### src/core/fh_nand_defines.vh
// Constants for the NAND flash host controller: register map, fields, command codes and timing.
`ifndef FH_NAND_DEFINES_VH
`define FH_NAND_DEFINES_VH

// Register byte offsets on the APB side.
`define FH_REG_CTRL       8'h00
`define FH_REG_ADDR       8'h04
`define FH_REG_WDATA      8'h08
`define FH_REG_RDATA      8'h0c
`define FH_REG_STATUS     8'h10
`define FH_REG_CFG        8'h14

// Operation codes written to the low bits of the control register.
`define FH_OP_READ_A      4'h0
`define FH_OP_READ_B      4'h1
`define FH_OP_READ_SPARE  4'h2
`define FH_OP_IDENT       4'h3
`define FH_OP_RESET       4'h4
`define FH_OP_STATUS      4'h5
`define FH_OP_PROG_SETUP  4'h6
`define FH_OP_PROG_EXEC   4'h7
`define FH_OP_COPY_EXEC   4'h8
`define FH_OP_ERASE       4'h9
`define FH_OP_DATA_WR     4'ha
`define FH_OP_DATA_RD     4'hb

// Flash command codes.
`define FH_CMD_READ_A     8'h00
`define FH_CMD_READ_B     8'h01
`define FH_CMD_READ_SPARE 8'h50
`define FH_CMD_IDENT      8'h90
`define FH_CMD_RESET      8'hff
`define FH_CMD_STATUS     8'h70
`define FH_CMD_PROG       8'h80
`define FH_CMD_PROG_GO    8'h10
`define FH_CMD_COPY_GO    8'h8a
`define FH_CMD_ERASE      8'h60
`define FH_CMD_ERASE_GO   8'hd0

// Field positions of the decoded operation word.
`define FH_DEC_W          18
`define FH_DEC_CMD_HI     7
`define FH_DEC_HAS_CMD    8
`define FH_DEC_NADDR_LO   9
`define FH_DEC_NADDR_HI   10
`define FH_DEC_ROW_ONLY   11
`define FH_DEC_CMD2       12
`define FH_DEC_WAIT       13
`define FH_DEC_DWR        14
`define FH_DEC_DRD        15
`define FH_DEC_VALID      16
`define FH_DEC_BUSY_OK    17

// Status and configuration bit positions.
`define FH_ST_ACTIVE      0
`define FH_ST_READY       1
`define FH_ST_DONE        2
`define FH_ST_ERR         3
`define FH_CFG_X16        0
`define FH_CFG_SKIP_SPARE 1
`define FH_CFG_HOLD_CE    2
`define FH_CFG_RESET      3'h4

// Address field layout.
`define FH_ADDR_COL_HI    7
`define FH_ADDR_LO_HI     15
`define FH_ADDR_HI_HI     23
`define FH_SPARE_MASK_X8  8'h0f
`define FH_SPARE_MASK_X16 8'h07

// Timing, in nanoseconds, and cycle counts rounded up at the clock rate.
`define FH_CLK_PERIOD_NS  50
`define FH_T_SETUP_NS     20
`define FH_T_LOW_NS       25
`define FH_T_HIGH_NS      15
`define FH_T_WB_NS        100
`define FH_CYC(ns)        (((ns) + `FH_CLK_PERIOD_NS - 1) / `FH_CLK_PERIOD_NS)

`endif

### src/core/fh_nand_host.v
// Host controller that drives a NAND flash over its pins and takes orders over APB.
`timescale 1ns/1ps
`include "fh_nand_defines.vh"

module fh_nand_host (
    // Clock and reset.
    input  wire        ref_clk,
    input  wire        rst_n,
    // APB slave.
    input  wire        psel,
    input  wire        penable,
    input  wire        pwrite,
    input  wire [7:0]  paddr,
    input  wire [31:0] pwdata,
    output reg  [31:0] prdata,
    output reg         pready,
    output reg         pslverr,
    // Flash pins.
    output reg         ce_n,
    output reg         cle,
    output reg         ale,
    output reg         we_n,
    output reg         read_strobe_n,
    output reg  [15:0] io_out,
    output reg         io_oe,
    input  wire [15:0] io_in,
    input  wire        rb_n,
    output reg         spare_skip
);

    // Bus cycle phase lengths in clock cycles, worked out at full width and then cut to the counter width.
    localparam integer T_SET_I  = `FH_CYC(`FH_T_SETUP_NS);
    localparam integer T_LOW_I  = `FH_CYC(`FH_T_LOW_NS);
    localparam integer T_HIGH_I = `FH_CYC(`FH_T_HIGH_NS);
    localparam integer T_WB_I   = `FH_CYC(`FH_T_WB_NS);
    localparam [3:0]   T_SET    = T_SET_I[3:0];
    localparam [3:0]   T_LOW    = T_LOW_I[3:0];
    localparam [3:0]   T_HIGH   = T_HIGH_I[3:0];
    localparam [3:0]   T_WB     = T_WB_I[3:0];
    localparam [3:0]   T_TOT    = T_SET + T_LOW + T_HIGH;

    // Engine states, one-hot.
    localparam [4:0] ST_IDLE  = 5'h01;
    localparam [4:0] ST_READY = 5'h02;
    localparam [4:0] ST_CYC   = 5'h04;
    localparam [4:0] ST_WB    = 5'h08;
    localparam [4:0] ST_BUSY  = 5'h10;

    // Kinds of flash bus cycle.
    localparam [1:0] K_CMD1 = 2'h0;
    localparam [1:0] K_ADDR = 2'h1;
    localparam [1:0] K_CMD2 = 2'h2;
    localparam [1:0] K_DATA = 2'h3;

    // Decodes an operation into its command code, address cycles and phases.
    function [`FH_DEC_W-1:0] fh_dec;
        input [3:0] op;
        input       x16;
        begin
            fh_dec = {`FH_DEC_W{1'b0}};
            // Fields from the top: busy-safe, valid, read, write, wait, second command, row only, count, has command.
            case (op)
                `FH_OP_READ_A:     fh_dec = {2'b01, 4'b0010, 3'b011, 1'b1, `FH_CMD_READ_A};
                `FH_OP_READ_B:     fh_dec = {1'b0, ~x16, 4'b0010, 3'b011, 1'b1, `FH_CMD_READ_B};
                `FH_OP_READ_SPARE: fh_dec = {2'b01, 4'b0010, 3'b011, 1'b1, `FH_CMD_READ_SPARE};
                `FH_OP_IDENT:      fh_dec = {2'b01, 4'b0000, 3'b001, 1'b1, `FH_CMD_IDENT};
                `FH_OP_RESET:      fh_dec = {2'b11, 4'b0010, 3'b000, 1'b1, `FH_CMD_RESET};
                `FH_OP_STATUS:     fh_dec = {2'b11, 4'b0000, 3'b000, 1'b1, `FH_CMD_STATUS};
                `FH_OP_PROG_SETUP: fh_dec = {2'b01, 4'b0000, 3'b011, 1'b1, `FH_CMD_PROG};
                `FH_OP_PROG_EXEC:  fh_dec = {2'b01, 4'b0010, 3'b000, 1'b1, `FH_CMD_PROG_GO};
                `FH_OP_COPY_EXEC:  fh_dec = {2'b01, 4'b0010, 3'b011, 1'b1, `FH_CMD_COPY_GO};
                `FH_OP_ERASE:      fh_dec = {2'b01, 4'b0011, 3'b110, 1'b1, `FH_CMD_ERASE};
                `FH_OP_DATA_WR:    fh_dec = {2'b11, 4'b0100, 3'b000, 1'b0, 8'h00};
                `FH_OP_DATA_RD:    fh_dec = {2'b11, 4'b1000, 3'b000, 1'b0, 8'h00};
                default:           fh_dec = {`FH_DEC_W{1'b0}};
            endcase
        end
    endfunction

    // Picks the byte for one address cycle; for spare reads the upper bits of the column byte are forced low.
    function [7:0] fh_addr_byte;
        input [1:0]  idx;
        input [23:0] addr;
        input [3:0]  op;
        input        x16;
        begin
            fh_addr_byte = 8'h00;
            if (op == `FH_OP_IDENT) begin
                fh_addr_byte = 8'h00;
            end else if (idx == 2'h0) begin
                fh_addr_byte = addr[`FH_ADDR_COL_HI:0];
                if (op == `FH_OP_READ_SPARE) begin
                    fh_addr_byte = fh_addr_byte & (x16 ? `FH_SPARE_MASK_X16 : `FH_SPARE_MASK_X8);
                end
            end else if (idx == 2'h1) begin
                fh_addr_byte = addr[`FH_ADDR_LO_HI:`FH_ADDR_COL_HI+1];
            end else begin
                fh_addr_byte = addr[`FH_ADDR_HI_HI:`FH_ADDR_LO_HI+1];
            end
        end
    endfunction

    // Software-visible registers.
    reg [3:0]  op_q;
    reg [23:0] addr_q;
    reg [15:0] wdata_q;
    reg [15:0] rdata_q;
    reg [2:0]  cfg_q;
    reg        done_q;
    reg        err_q;

    // Engine state.
    reg [4:0]            st_q;
    reg [1:0]            kind_q;
    reg [1:0]            aidx_q;
    reg [1:0]            aleft_q;
    reg [3:0]            cnt_q;
    reg [`FH_DEC_W-1:0]  dec_q;

    // Bus decode.
    wire                 bus_wr   = psel & penable & pready & pwrite;
    wire                 ctrl_wr  = bus_wr & (paddr == `FH_REG_CTRL);
    wire [`FH_DEC_W-1:0] dec_new  = fh_dec(pwdata[3:0], cfg_q[`FH_CFG_X16]);
    wire                 idle     = (st_q == ST_IDLE);
    wire                 accept   = ctrl_wr & idle & dec_new[`FH_DEC_VALID];
    wire                 refuse   = ctrl_wr & ~accept;
    wire [1:0]           naddr    = dec_q[`FH_DEC_NADDR_HI:`FH_DEC_NADDR_LO];
    wire                 cyc_end  = (st_q == ST_CYC) & (cnt_q == T_TOT - 4'h1);
    wire                 cap_edge = (st_q == ST_CYC) & (cnt_q == T_SET + T_LOW - 4'h1);
    wire                 is_read  = (kind_q == K_DATA) & dec_q[`FH_DEC_DRD];
    wire                 finish   = cyc_end & ((kind_q == K_CMD2) | (kind_q == K_DATA) |
                                   (kind_q == K_CMD1 & naddr == 2'h0 & ~dec_q[`FH_DEC_CMD2]) |
                                   (kind_q == K_ADDR & aleft_q == 2'h1 & ~dec_q[`FH_DEC_CMD2]));
    wire [3:0]           cnt_nx   = (st_q == ST_CYC && !cyc_end) ? cnt_q + 4'h1 : 4'h0;
    wire                 strobe   = (cnt_nx >= T_SET) & (cnt_nx < T_SET + T_LOW);

    // Kind and address index of the coming bus cycle, so the pins show its setup phase on time.
    reg [1:0] kind_nx;
    reg [1:0] aidx_nx;
    always @* begin
        kind_nx = kind_q;
        aidx_nx = aidx_q;
        if (cyc_end && !finish) begin
            if (kind_q == K_CMD1 && naddr != 2'h0) begin
                kind_nx = K_ADDR;
            end else if (kind_q == K_ADDR && aleft_q != 2'h1) begin
                aidx_nx = aidx_q + 2'h1;
            end else begin
                kind_nx = K_CMD2;
            end
        end
    end

    // Pins follow the engine while a bus cycle is under way or about to begin.
    wire pins_on = (st_q == ST_CYC && !finish) | (st_q == ST_READY && rb_n) |
                   (accept & (dec_new[`FH_DEC_BUSY_OK] | rb_n));

    // Read mux for the APB side.
    reg [31:0] rd_mux;
    always @* begin
        rd_mux = 32'h0000_0000;
        case (paddr)
            `FH_REG_CTRL:   rd_mux = {28'h0000000, op_q};
            `FH_REG_ADDR:   rd_mux = {8'h00, addr_q};
            `FH_REG_WDATA:  rd_mux = {16'h0000, wdata_q};
            `FH_REG_RDATA:  rd_mux = {16'h0000, rdata_q};
            `FH_REG_STATUS: rd_mux = {28'h0000000, err_q, done_q, rb_n, ~idle};
            `FH_REG_CFG:    rd_mux = {29'h00000000, cfg_q};
            default:        rd_mux = 32'h0000_0000;
        endcase
    end

    // APB slave: one setup cycle then a single access cycle with pready high.
    always @(posedge ref_clk) begin
        if (!rst_n) begin
            pready  <= 1'b0;
            prdata  <= 32'h0000_0000;
            pslverr <= 1'b0;
        end else begin
            pready  <= psel & ~penable & ~pready;
            prdata  <= (psel & ~penable) ? rd_mux : prdata;
            pslverr <= psel & ~penable & (paddr > `FH_REG_CFG | paddr[1:0] != 2'b00);
        end
    end

    // Register writes and sticky flags; a hardware set wins over a software clear.
    always @(posedge ref_clk) begin
        if (!rst_n) begin
            op_q    <= 4'h0;
            addr_q  <= 24'h000000;
            wdata_q <= 16'h0000;
            cfg_q   <= `FH_CFG_RESET;
            done_q  <= 1'b0;
            err_q   <= 1'b0;
        end else begin
            if (accept) begin
                op_q <= pwdata[3:0];
            end
            if (bus_wr && paddr == `FH_REG_ADDR) begin
                addr_q <= pwdata[23:0];
            end
            if (bus_wr && paddr == `FH_REG_WDATA) begin
                wdata_q <= pwdata[15:0];
            end
            if (bus_wr && paddr == `FH_REG_CFG) begin
                cfg_q <= pwdata[2:0];
            end
            if ((finish && !dec_q[`FH_DEC_WAIT]) || (st_q == ST_BUSY && rb_n)) begin
                done_q <= 1'b1;
            end else if (bus_wr && paddr == `FH_REG_STATUS && pwdata[`FH_ST_DONE]) begin
                done_q <= 1'b0;
            end
            if (refuse) begin
                err_q <= 1'b1;
            end else if (bus_wr && paddr == `FH_REG_STATUS && pwdata[`FH_ST_ERR]) begin
                err_q <= 1'b0;
            end
        end
    end

    // Operation sequencer: command, address cycles, second command, busy wait.
    always @(posedge ref_clk) begin
        if (!rst_n) begin
            st_q    <= ST_IDLE;
            kind_q  <= K_CMD1;
            aidx_q  <= 2'h0;
            aleft_q <= 2'h0;
            cnt_q   <= 4'h0;
            dec_q   <= {`FH_DEC_W{1'b0}};
            rdata_q <= 16'h0000;
        end else begin
            cnt_q <= cnt_nx;
            if (cap_edge && is_read) begin
                rdata_q <= cfg_q[`FH_CFG_X16] ? io_in : {8'h00, io_in[7:0]};
            end
            case (st_q)
                ST_IDLE: begin
                    if (accept) begin
                        dec_q   <= dec_new;
                        aleft_q <= dec_new[`FH_DEC_NADDR_HI:`FH_DEC_NADDR_LO];
                        aidx_q  <= dec_new[`FH_DEC_ROW_ONLY] ? 2'h1 : 2'h0;
                        kind_q  <= dec_new[`FH_DEC_HAS_CMD] ? K_CMD1 : K_DATA;
                        st_q    <= (dec_new[`FH_DEC_BUSY_OK] | rb_n) ? ST_CYC : ST_READY;
                    end
                end
                ST_READY: begin
                    if (rb_n) begin
                        st_q <= ST_CYC;
                    end
                end
                ST_CYC: begin
                    kind_q <= kind_nx;
                    aidx_q <= aidx_nx;
                    if (finish) begin
                        st_q <= dec_q[`FH_DEC_WAIT] ? ST_WB : ST_IDLE;
                    end else if (cyc_end && kind_q == K_ADDR && aleft_q != 2'h1) begin
                        aleft_q <= aleft_q - 2'h1;
                    end
                end
                ST_WB: begin
                    if (cnt_q == T_WB - 4'h1) begin
                        st_q <= ST_BUSY;
                    end else begin
                        cnt_q <= cnt_q + 4'h1;
                    end
                end
                ST_BUSY: begin
                    if (rb_n) begin
                        st_q <= ST_IDLE;
                    end
                end
                default: begin
                    st_q <= ST_IDLE;
                end
            endcase
        end
    end

    // Flash pin drivers, all registered; strobes, latch enables and data from the next phase of the bus cycle, spare_skip from the config.
    always @(posedge ref_clk) begin
        if (!rst_n) begin
            ce_n          <= 1'b1;
            cle           <= 1'b0;
            ale           <= 1'b0;
            we_n          <= 1'b1;
            read_strobe_n <= 1'b1;
            io_out        <= 16'h0000;
            io_oe         <= 1'b0;
            spare_skip    <= 1'b0;
        end else begin
            spare_skip    <= cfg_q[`FH_CFG_SKIP_SPARE];
            ce_n          <= ~(cfg_q[`FH_CFG_HOLD_CE] | ~idle | accept);
            if (pins_on) begin
                cle           <= (st_q == ST_CYC) ? (kind_nx != K_ADDR && kind_nx != K_DATA) :
                                 (accept ? dec_new[`FH_DEC_HAS_CMD] : dec_q[`FH_DEC_HAS_CMD]);
                ale           <= (st_q == ST_CYC) & (kind_nx == K_ADDR);
                we_n          <= ~(strobe & ~is_read);
                read_strobe_n <= ~(strobe & is_read);
                io_oe         <= ~is_read | (st_q != ST_CYC);
                if (st_q != ST_CYC) begin
                    io_out <= {8'h00, accept ? dec_new[`FH_DEC_CMD_HI:0] : dec_q[`FH_DEC_CMD_HI:0]};
                end else if (kind_nx == K_ADDR) begin
                    io_out <= {8'h00, fh_addr_byte(aidx_nx, addr_q, op_q, cfg_q[`FH_CFG_X16])};
                end else if (kind_nx == K_CMD2) begin
                    io_out <= {8'h00, dec_q[`FH_DEC_CMD2] ? `FH_CMD_ERASE_GO : 8'h00};
                end else if (kind_nx == K_DATA) begin
                    io_out <= cfg_q[`FH_CFG_X16] ? wdata_q : {8'h00, wdata_q[7:0]};
                end else begin
                    io_out <= {8'h00, dec_q[`FH_DEC_CMD_HI:0]};
                end
            end else begin
                cle           <= 1'b0;
                ale           <= 1'b0;
                we_n          <= 1'b1;
                read_strobe_n <= 1'b1;
                io_oe         <= 1'b0;
            end
        end
    end

endmodule // fh_nand_host

### config.mk
export PLATFORM = sky130hd
export DESIGN_NAME = fh_nand_host
export DESIGN_NICKNAME = d
export VERILOG_FILES = /design/src/core/fh_nand_host.v
export VERILOG_INCLUDE_DIRS = /design/src /design/src/core
export SDC_FILE = /design/constraint.sdc
export NUM_CORES = 1
export LEC_CHECK = 0
export BUFFER_PORTS_ARGS = -buffer_cell sky130_fd_sc_hd__buf_2
export CAP_MARGIN = 20
export CORE_ASPECT_RATIO = 0.75
export CORE_UTILIZATION = 40
export CTS_CLUSTER_DIAMETER = 80
export DETAILED_ROUTE_END_ITERATION = 16
export GPL_TIMING_DRIVEN = 0
export SLEW_MARGIN = 20
export SYNTH_ARGS = -nofsm -noshare
export SYNTH_HDL_FRONTEND = slang
export SYNTH_SLANG_ARGS = --single-unit
export TNS_END_PERCENT = 50
### constraint.sdc
create_clock -name ref_clk -period 7.1 [get_ports ref_clk]
set_clock_uncertainty 0.1 [all_clocks]
set_input_delay 1.42 -clock ref_clk [delete_from_list [all_inputs] [get_ports ref_clk]]
set_output_delay 1.42 -clock ref_clk [all_outputs]
set_load 0.03 [all_outputs]
Yosys cells after proc, flatten, opt, wreduce, memory -nomap -nowiden
Index checks and enable logic that the tools add are counted.
{"block": "totals", "output_inout_bits": 57, "word_cells": 203, "regBits": 153, "in_bits": 62}
{"block": "classes", "mux": 48, "eq_ne": 44, "n_lt_le_gt_ge": 3, "reduce_logical": 37, "bitwise_logic": 44, "add_sub_neg": 3}
{"cell": "18-bit one-hot mux with 12 select lines", "n": 1}
{"cell": "24-bit one-hot mux with 6 select lines", "n": 1}
{"cell": "16-bit 2-to-1 mux", "n": 6}
{"cell": "8-bit 2-to-1 mux", "n": 6}
{"cell": "5-bit 2-to-1 mux", "n": 5}
{"cell": "5-bit one-hot mux with 5 select lines", "n": 1}
{"cell": "2-bit 2-to-1 mux", "n": 12}
{"cell": "1-bit AND", "n": 23}
{"cell": "4-bit by 2-bit == test with 1-bit output, second input constant", "n": 5}
{"cell": "4-bit 2-to-1 mux", "n": 5}
{"cell": "1-bit logical AND", "n": 18}
{"cell": "4-bit by 3-bit == test with 1-bit output, second input constant", "n": 4}
{"cell": "4-bit == test, second input constant", "n": 4}
{"cell": "8-bit by 4-bit == test with 1-bit output, second input constant", "n": 2}
{"cell": "8-bit by 5-bit == test with 1-bit output, second input constant", "n": 2}
{"cell": "2-bit inequality test, second input constant", "n": 6}
{"cell": "2-bit one-hot mux with 2 select lines", "n": 3}
{"cell": "1-bit inverter", "n": 10}
{"cell": "1-bit OR", "n": 10}
{"cell": "2-bit nonzero test", "n": 5}
{"cell": "8-bit by 4-bit AND with 8-bit output", "n": 1}
{"cell": "2-bit by 1-bit == test with 1-bit output, second input constant", "n": 4}
{"cell": "2-bit == test, second input constant", "n": 4}
{"cell": "4-bit by 1-bit == test with 1-bit output, second input constant", "n": 2}
{"cell": "24 further kinds", "n": 39}

Depth between registers and ports, before layout
{"block": "depth", "depth_word": 15, "mapped_depth": 10, "mapped_depth_nobuf": 9}

Least setup slack after synthesis
OpenSTA, ideal clock, no wires.
{"block": "synth_timing", "path_type": "in2reg", "from": "input paddr[5]", "to": "register cle", "arrival_time_ns": 3.183, "required_time_ns": 6.870, "path_slack_ns": 3.687, "path_stages": 6, "path_buffers": 0, "cell_sequence": "or4_4 -> a311o_1 -> nor3_4 -> mux2_1 -> a21oi_1 -> nor2_1"}
{"block": "synth_between", "elab_chain_cells": 7, "word_cells_on_any_way": 9, "classes_between": "mux: 2; bitwise: 5; reduce/logical: 2"}
{"item": "from (decl)", "line": "fh_nand_host.v:13", "source": "input wire [7:0] paddr,"}
{"item": "8-bit zero test (*)"}
{"item": "1-bit AND (*)", "line": "fh_nand_host.v:122", "source": "wire ctrl_wr = bus_wr & (paddr == `FH_REG_CTRL);"}
{"item": "1-bit AND (*) (2 in a row)", "line": "fh_nand_host.v:125", "source": "wire accept = ctrl_wr & idle & dec_new[`FH_DEC_VALID];"}
{"item": "1-bit AND", "line": "fh_nand_host.v:156", "source": "(accept & (dec_new[`FH_DEC_BUSY_OK] | rb_n));"}
{"item": "1-bit OR", "line": "fh_nand_host.v:155", "source": "wire pins_on = (st_q == ST_CYC && !finish) | (st_q == ST_READY && rb_n) |"}
{"item": "2-bit AND reduction (no line)"}
{"item": "to (signal assigned)", "line": "fh_nand_host.v:294", "source": "cle <= (st_q == ST_CYC) ? (kind_nx != K_ADDR && kind_nx != K_DATA) :"}
{"item": "to (decl)", "line": "fh_nand_host.v:20", "source": "output reg cle,"}
Mark *: on every way between the ends. The rest lies on a longest branch, timed or not.
A chain may end at the register's enable or synchronous reset.

Worst setup path in the final report
{"block": "layout_timing", "from": "input paddr[2]", "to": "register wdata_q[7]"}
{"block": "layout_between", "elab_chain_cells": 2}
{"item": "8-bit by 4-bit == test with 1-bit output"}
{"item": "1-bit logical AND (no line)"}
{"item": "to (signal assigned)", "line": "fh_nand_host.v:203", "source": "wdata_q <= pwdata[15:0];"}
{"item": "to (decl)", "line": "fh_nand_host.v:106", "source": "reg [15:0] wdata_q;"}
No other way between the ends.

==> results.ini <==
[pwr]
power_uw = 1870
peakVddDrop_v = 0.000147
power.leakage_uw = 0.00292
power_density_nw_per_um2 = 234

[synth]
ys_types = 75
synth_edf_count = 0
yosys_warnings = 0
syn_inst = 814
ys_async_sr_fraction = 0
synth_top_cell_area_share = 0.432
seq_area_frac_synth = 0.432
syn_area_per_cell_sq_um = 8.08
ys_seq_elements = 142
yosys.area.top_type = dfxtp_1
syn_area_sq_um = 6580
synth.area.top_cells = dfxtp_1 43%, nand2_1 9.2%, a21oi_1 7.5%
synth_flop_cell = dfxtp_1

[final_layout]
layout_commonest_cell = nand2_1
antennaDiodeCount = 0
nNetsFinal = 1006
final_layout_size_suffix_gt1_frac = 0.169
nFillCells = 1604
syn_to_final_growth_pct = 21.5
layout_common_cells = 161 x nand2_1, 142 x dfxtp_1, 110 x buf_2

[clock_tree]
clk_pin_slew_ps = 60
cts_resized = 0
htreeDepth = 4
cts_buffer_depth = 2
cts_tree = yes
cts_hold_buf = 0
root_buffer = clkbuf_16
cts_made_buffers = 17
cts.sinks = 142
post_cts_buffers = 0
clk_latency_ps = 430

[sta]
rsz0062_at_grt = false
slew_headroom = 0.380
report.final.hold_viol_count = 0
finalSetupTns_ps = 0
tightest_slew_ps = 923
fin_crit_sh = 0.513
period_needed_ps = 3640
setup_viol = 0
fmax_mhz = 275
drv_slew = 0

[die]
start_util = 0.409
die_w_um = 150
core_area_sq_um = 16100
rows = 40
die_area_sq_um = 17000
die_h_um = 113
ios = 119

[global_route]
grt_pass1_wl_mm = 34.0
track_usage = 0.272
grt_pass1_vias = 5836
grt-ovfl-total = 0
antenna_found_initial = 0
grt_max_degree = 17

[placed_design]
place_congestion = 0.949
hpwl_mm = 16.9
port_buffers = 100

[setup_path]
startpoint = paddr[2]
crit_path_end_kind = register
timing_worst_setup_path_type = input port to register
critPathRequiredTime_ps = 7300
critPathLaunchType = input port
r2r-start = cnt_q[0]
cp_max_fo = 10
cp_data_arrival_time_ps = 3830

[detailed_routing]
postRouteWirelength_mm = 22.5
dr.pass1.iters = 5
drc_errors = 0
route.vias.total = 6685
drtIter0Drc = 824
ant_nets = 0
wl_per_cell_um = 19.4
vias_per_cell = 5.76

[hold_path]
hold_path_startpoint = dec_q[15]
hold_path_class = register to register

[status]
status = completed

[job]
cap_violations = 0

cells in the mapped netlist, drive strengths merged (5+ instances only):
cell type  count
a31oi          8
and3           5
nand2        161
buf           21
a221oi        10
o21a           7
nand3         28
or3            9
a2bb2oi       12
nand3b         6
nor2          70
a31o           5
a222oi        17
nor2b          8
mux2i         11
nand2b         6
and2          10
dfxtp        142
nor3          22
clkbuf        43
inv           13
a22o          14
a21oi         98
o21ai         13
xnor2          5
sequential cells by signal, indices dropped and copies added (netlist names), 2 cells and up:
register,cells
addr_q,24
aidx_q,2
aleft_q,2
cfg_q,3
cnt_q,4
dec_q,13
io_out,16
kind_q,2
op_q,4
prdata,24
rdata_q,16
st_q,5
wdata_q,16
kinds of logic after synthesis:
kind of cell    synth area share
mux                       0.0202
buf+inv                   0.0510
compound gates             0.231
simple gates               0.250
flops                      0.432
xor+xnor                 0.00799
other cells             0.000570
fa+ha+maj                0.00761
metal layers:
layer / track usage / wire [um] / part of all wire
met5: 0 / 0 / 0
met4: 0.0774 / 357 / 0.016
met3: 0.0710 / 2190 / 0.098
met2: 0.354 / 8660 / 0.39
met1: 0.426 / 11200 / 0.50
cell type report:
class                           instances  area [sq um]  area share
Sequential cell                       142          2840       0.356
Clock inverter                         10           164      0.0205
Multi-Input combinational cell        601          3430       0.429
Inverter                               14          52.6     0.00658
Buffer                                 64           283      0.0354
Timing Repair Buffer                  100           500      0.0626
Clock buffer                           19           453      0.0567
Tap cell                              210           263      0.0329
worst max-delay path, cell delays in order:
cell,delay (ps)
clkbuf_1,190
nor3_1,460
nand2_1,90
nor3_1,720
nand2_1,360
clkbuf_1,340
nand2_1,160
a21oi_1,90
final timing paths:
path / cells past startpoint / slack, ps / endpoint
worst max-delay path: 8 / 3460 / wdata_q[7]
worst min-delay path: 1 / 340 / read_strobe_n
worst max register to register: 9 / 4190 / io_out[4]
worst min register to register: 1 / 340 / read_strobe_n
metrics by stage:
| stage | area, sq um | util | instances | hold slack (ps) | setup WS (ps) |
|---|---|---|---|---|---|
| after floorplan | 6600 | - | 821 | 294 | 3690 |
| after global placement | 7370 | 0.459 | 1131 | 323 | 3070 |
| after detailed placement | 7370 | 0.459 | 1131 | 322 | 3070 |
| after CTS | 7980 | 0.497 | 1160 | 335 | 3510 |
| after global routing | 7990 | 0.497 | 1160 | 367 | 3150 |
| final | 7990 | 0.497 | 1160 | 339 | 3460 |
where the power goes:
| part | internal (uW) | switching [uW] |
|---|---|---|
| sequential | 801 | 3.51 |
| combinational | 34.7 | 81.9 |
| clock | 601 | 349 |
| total | 1440 | 434 |
Note: power is estimated with default switching activity, not from simulation.
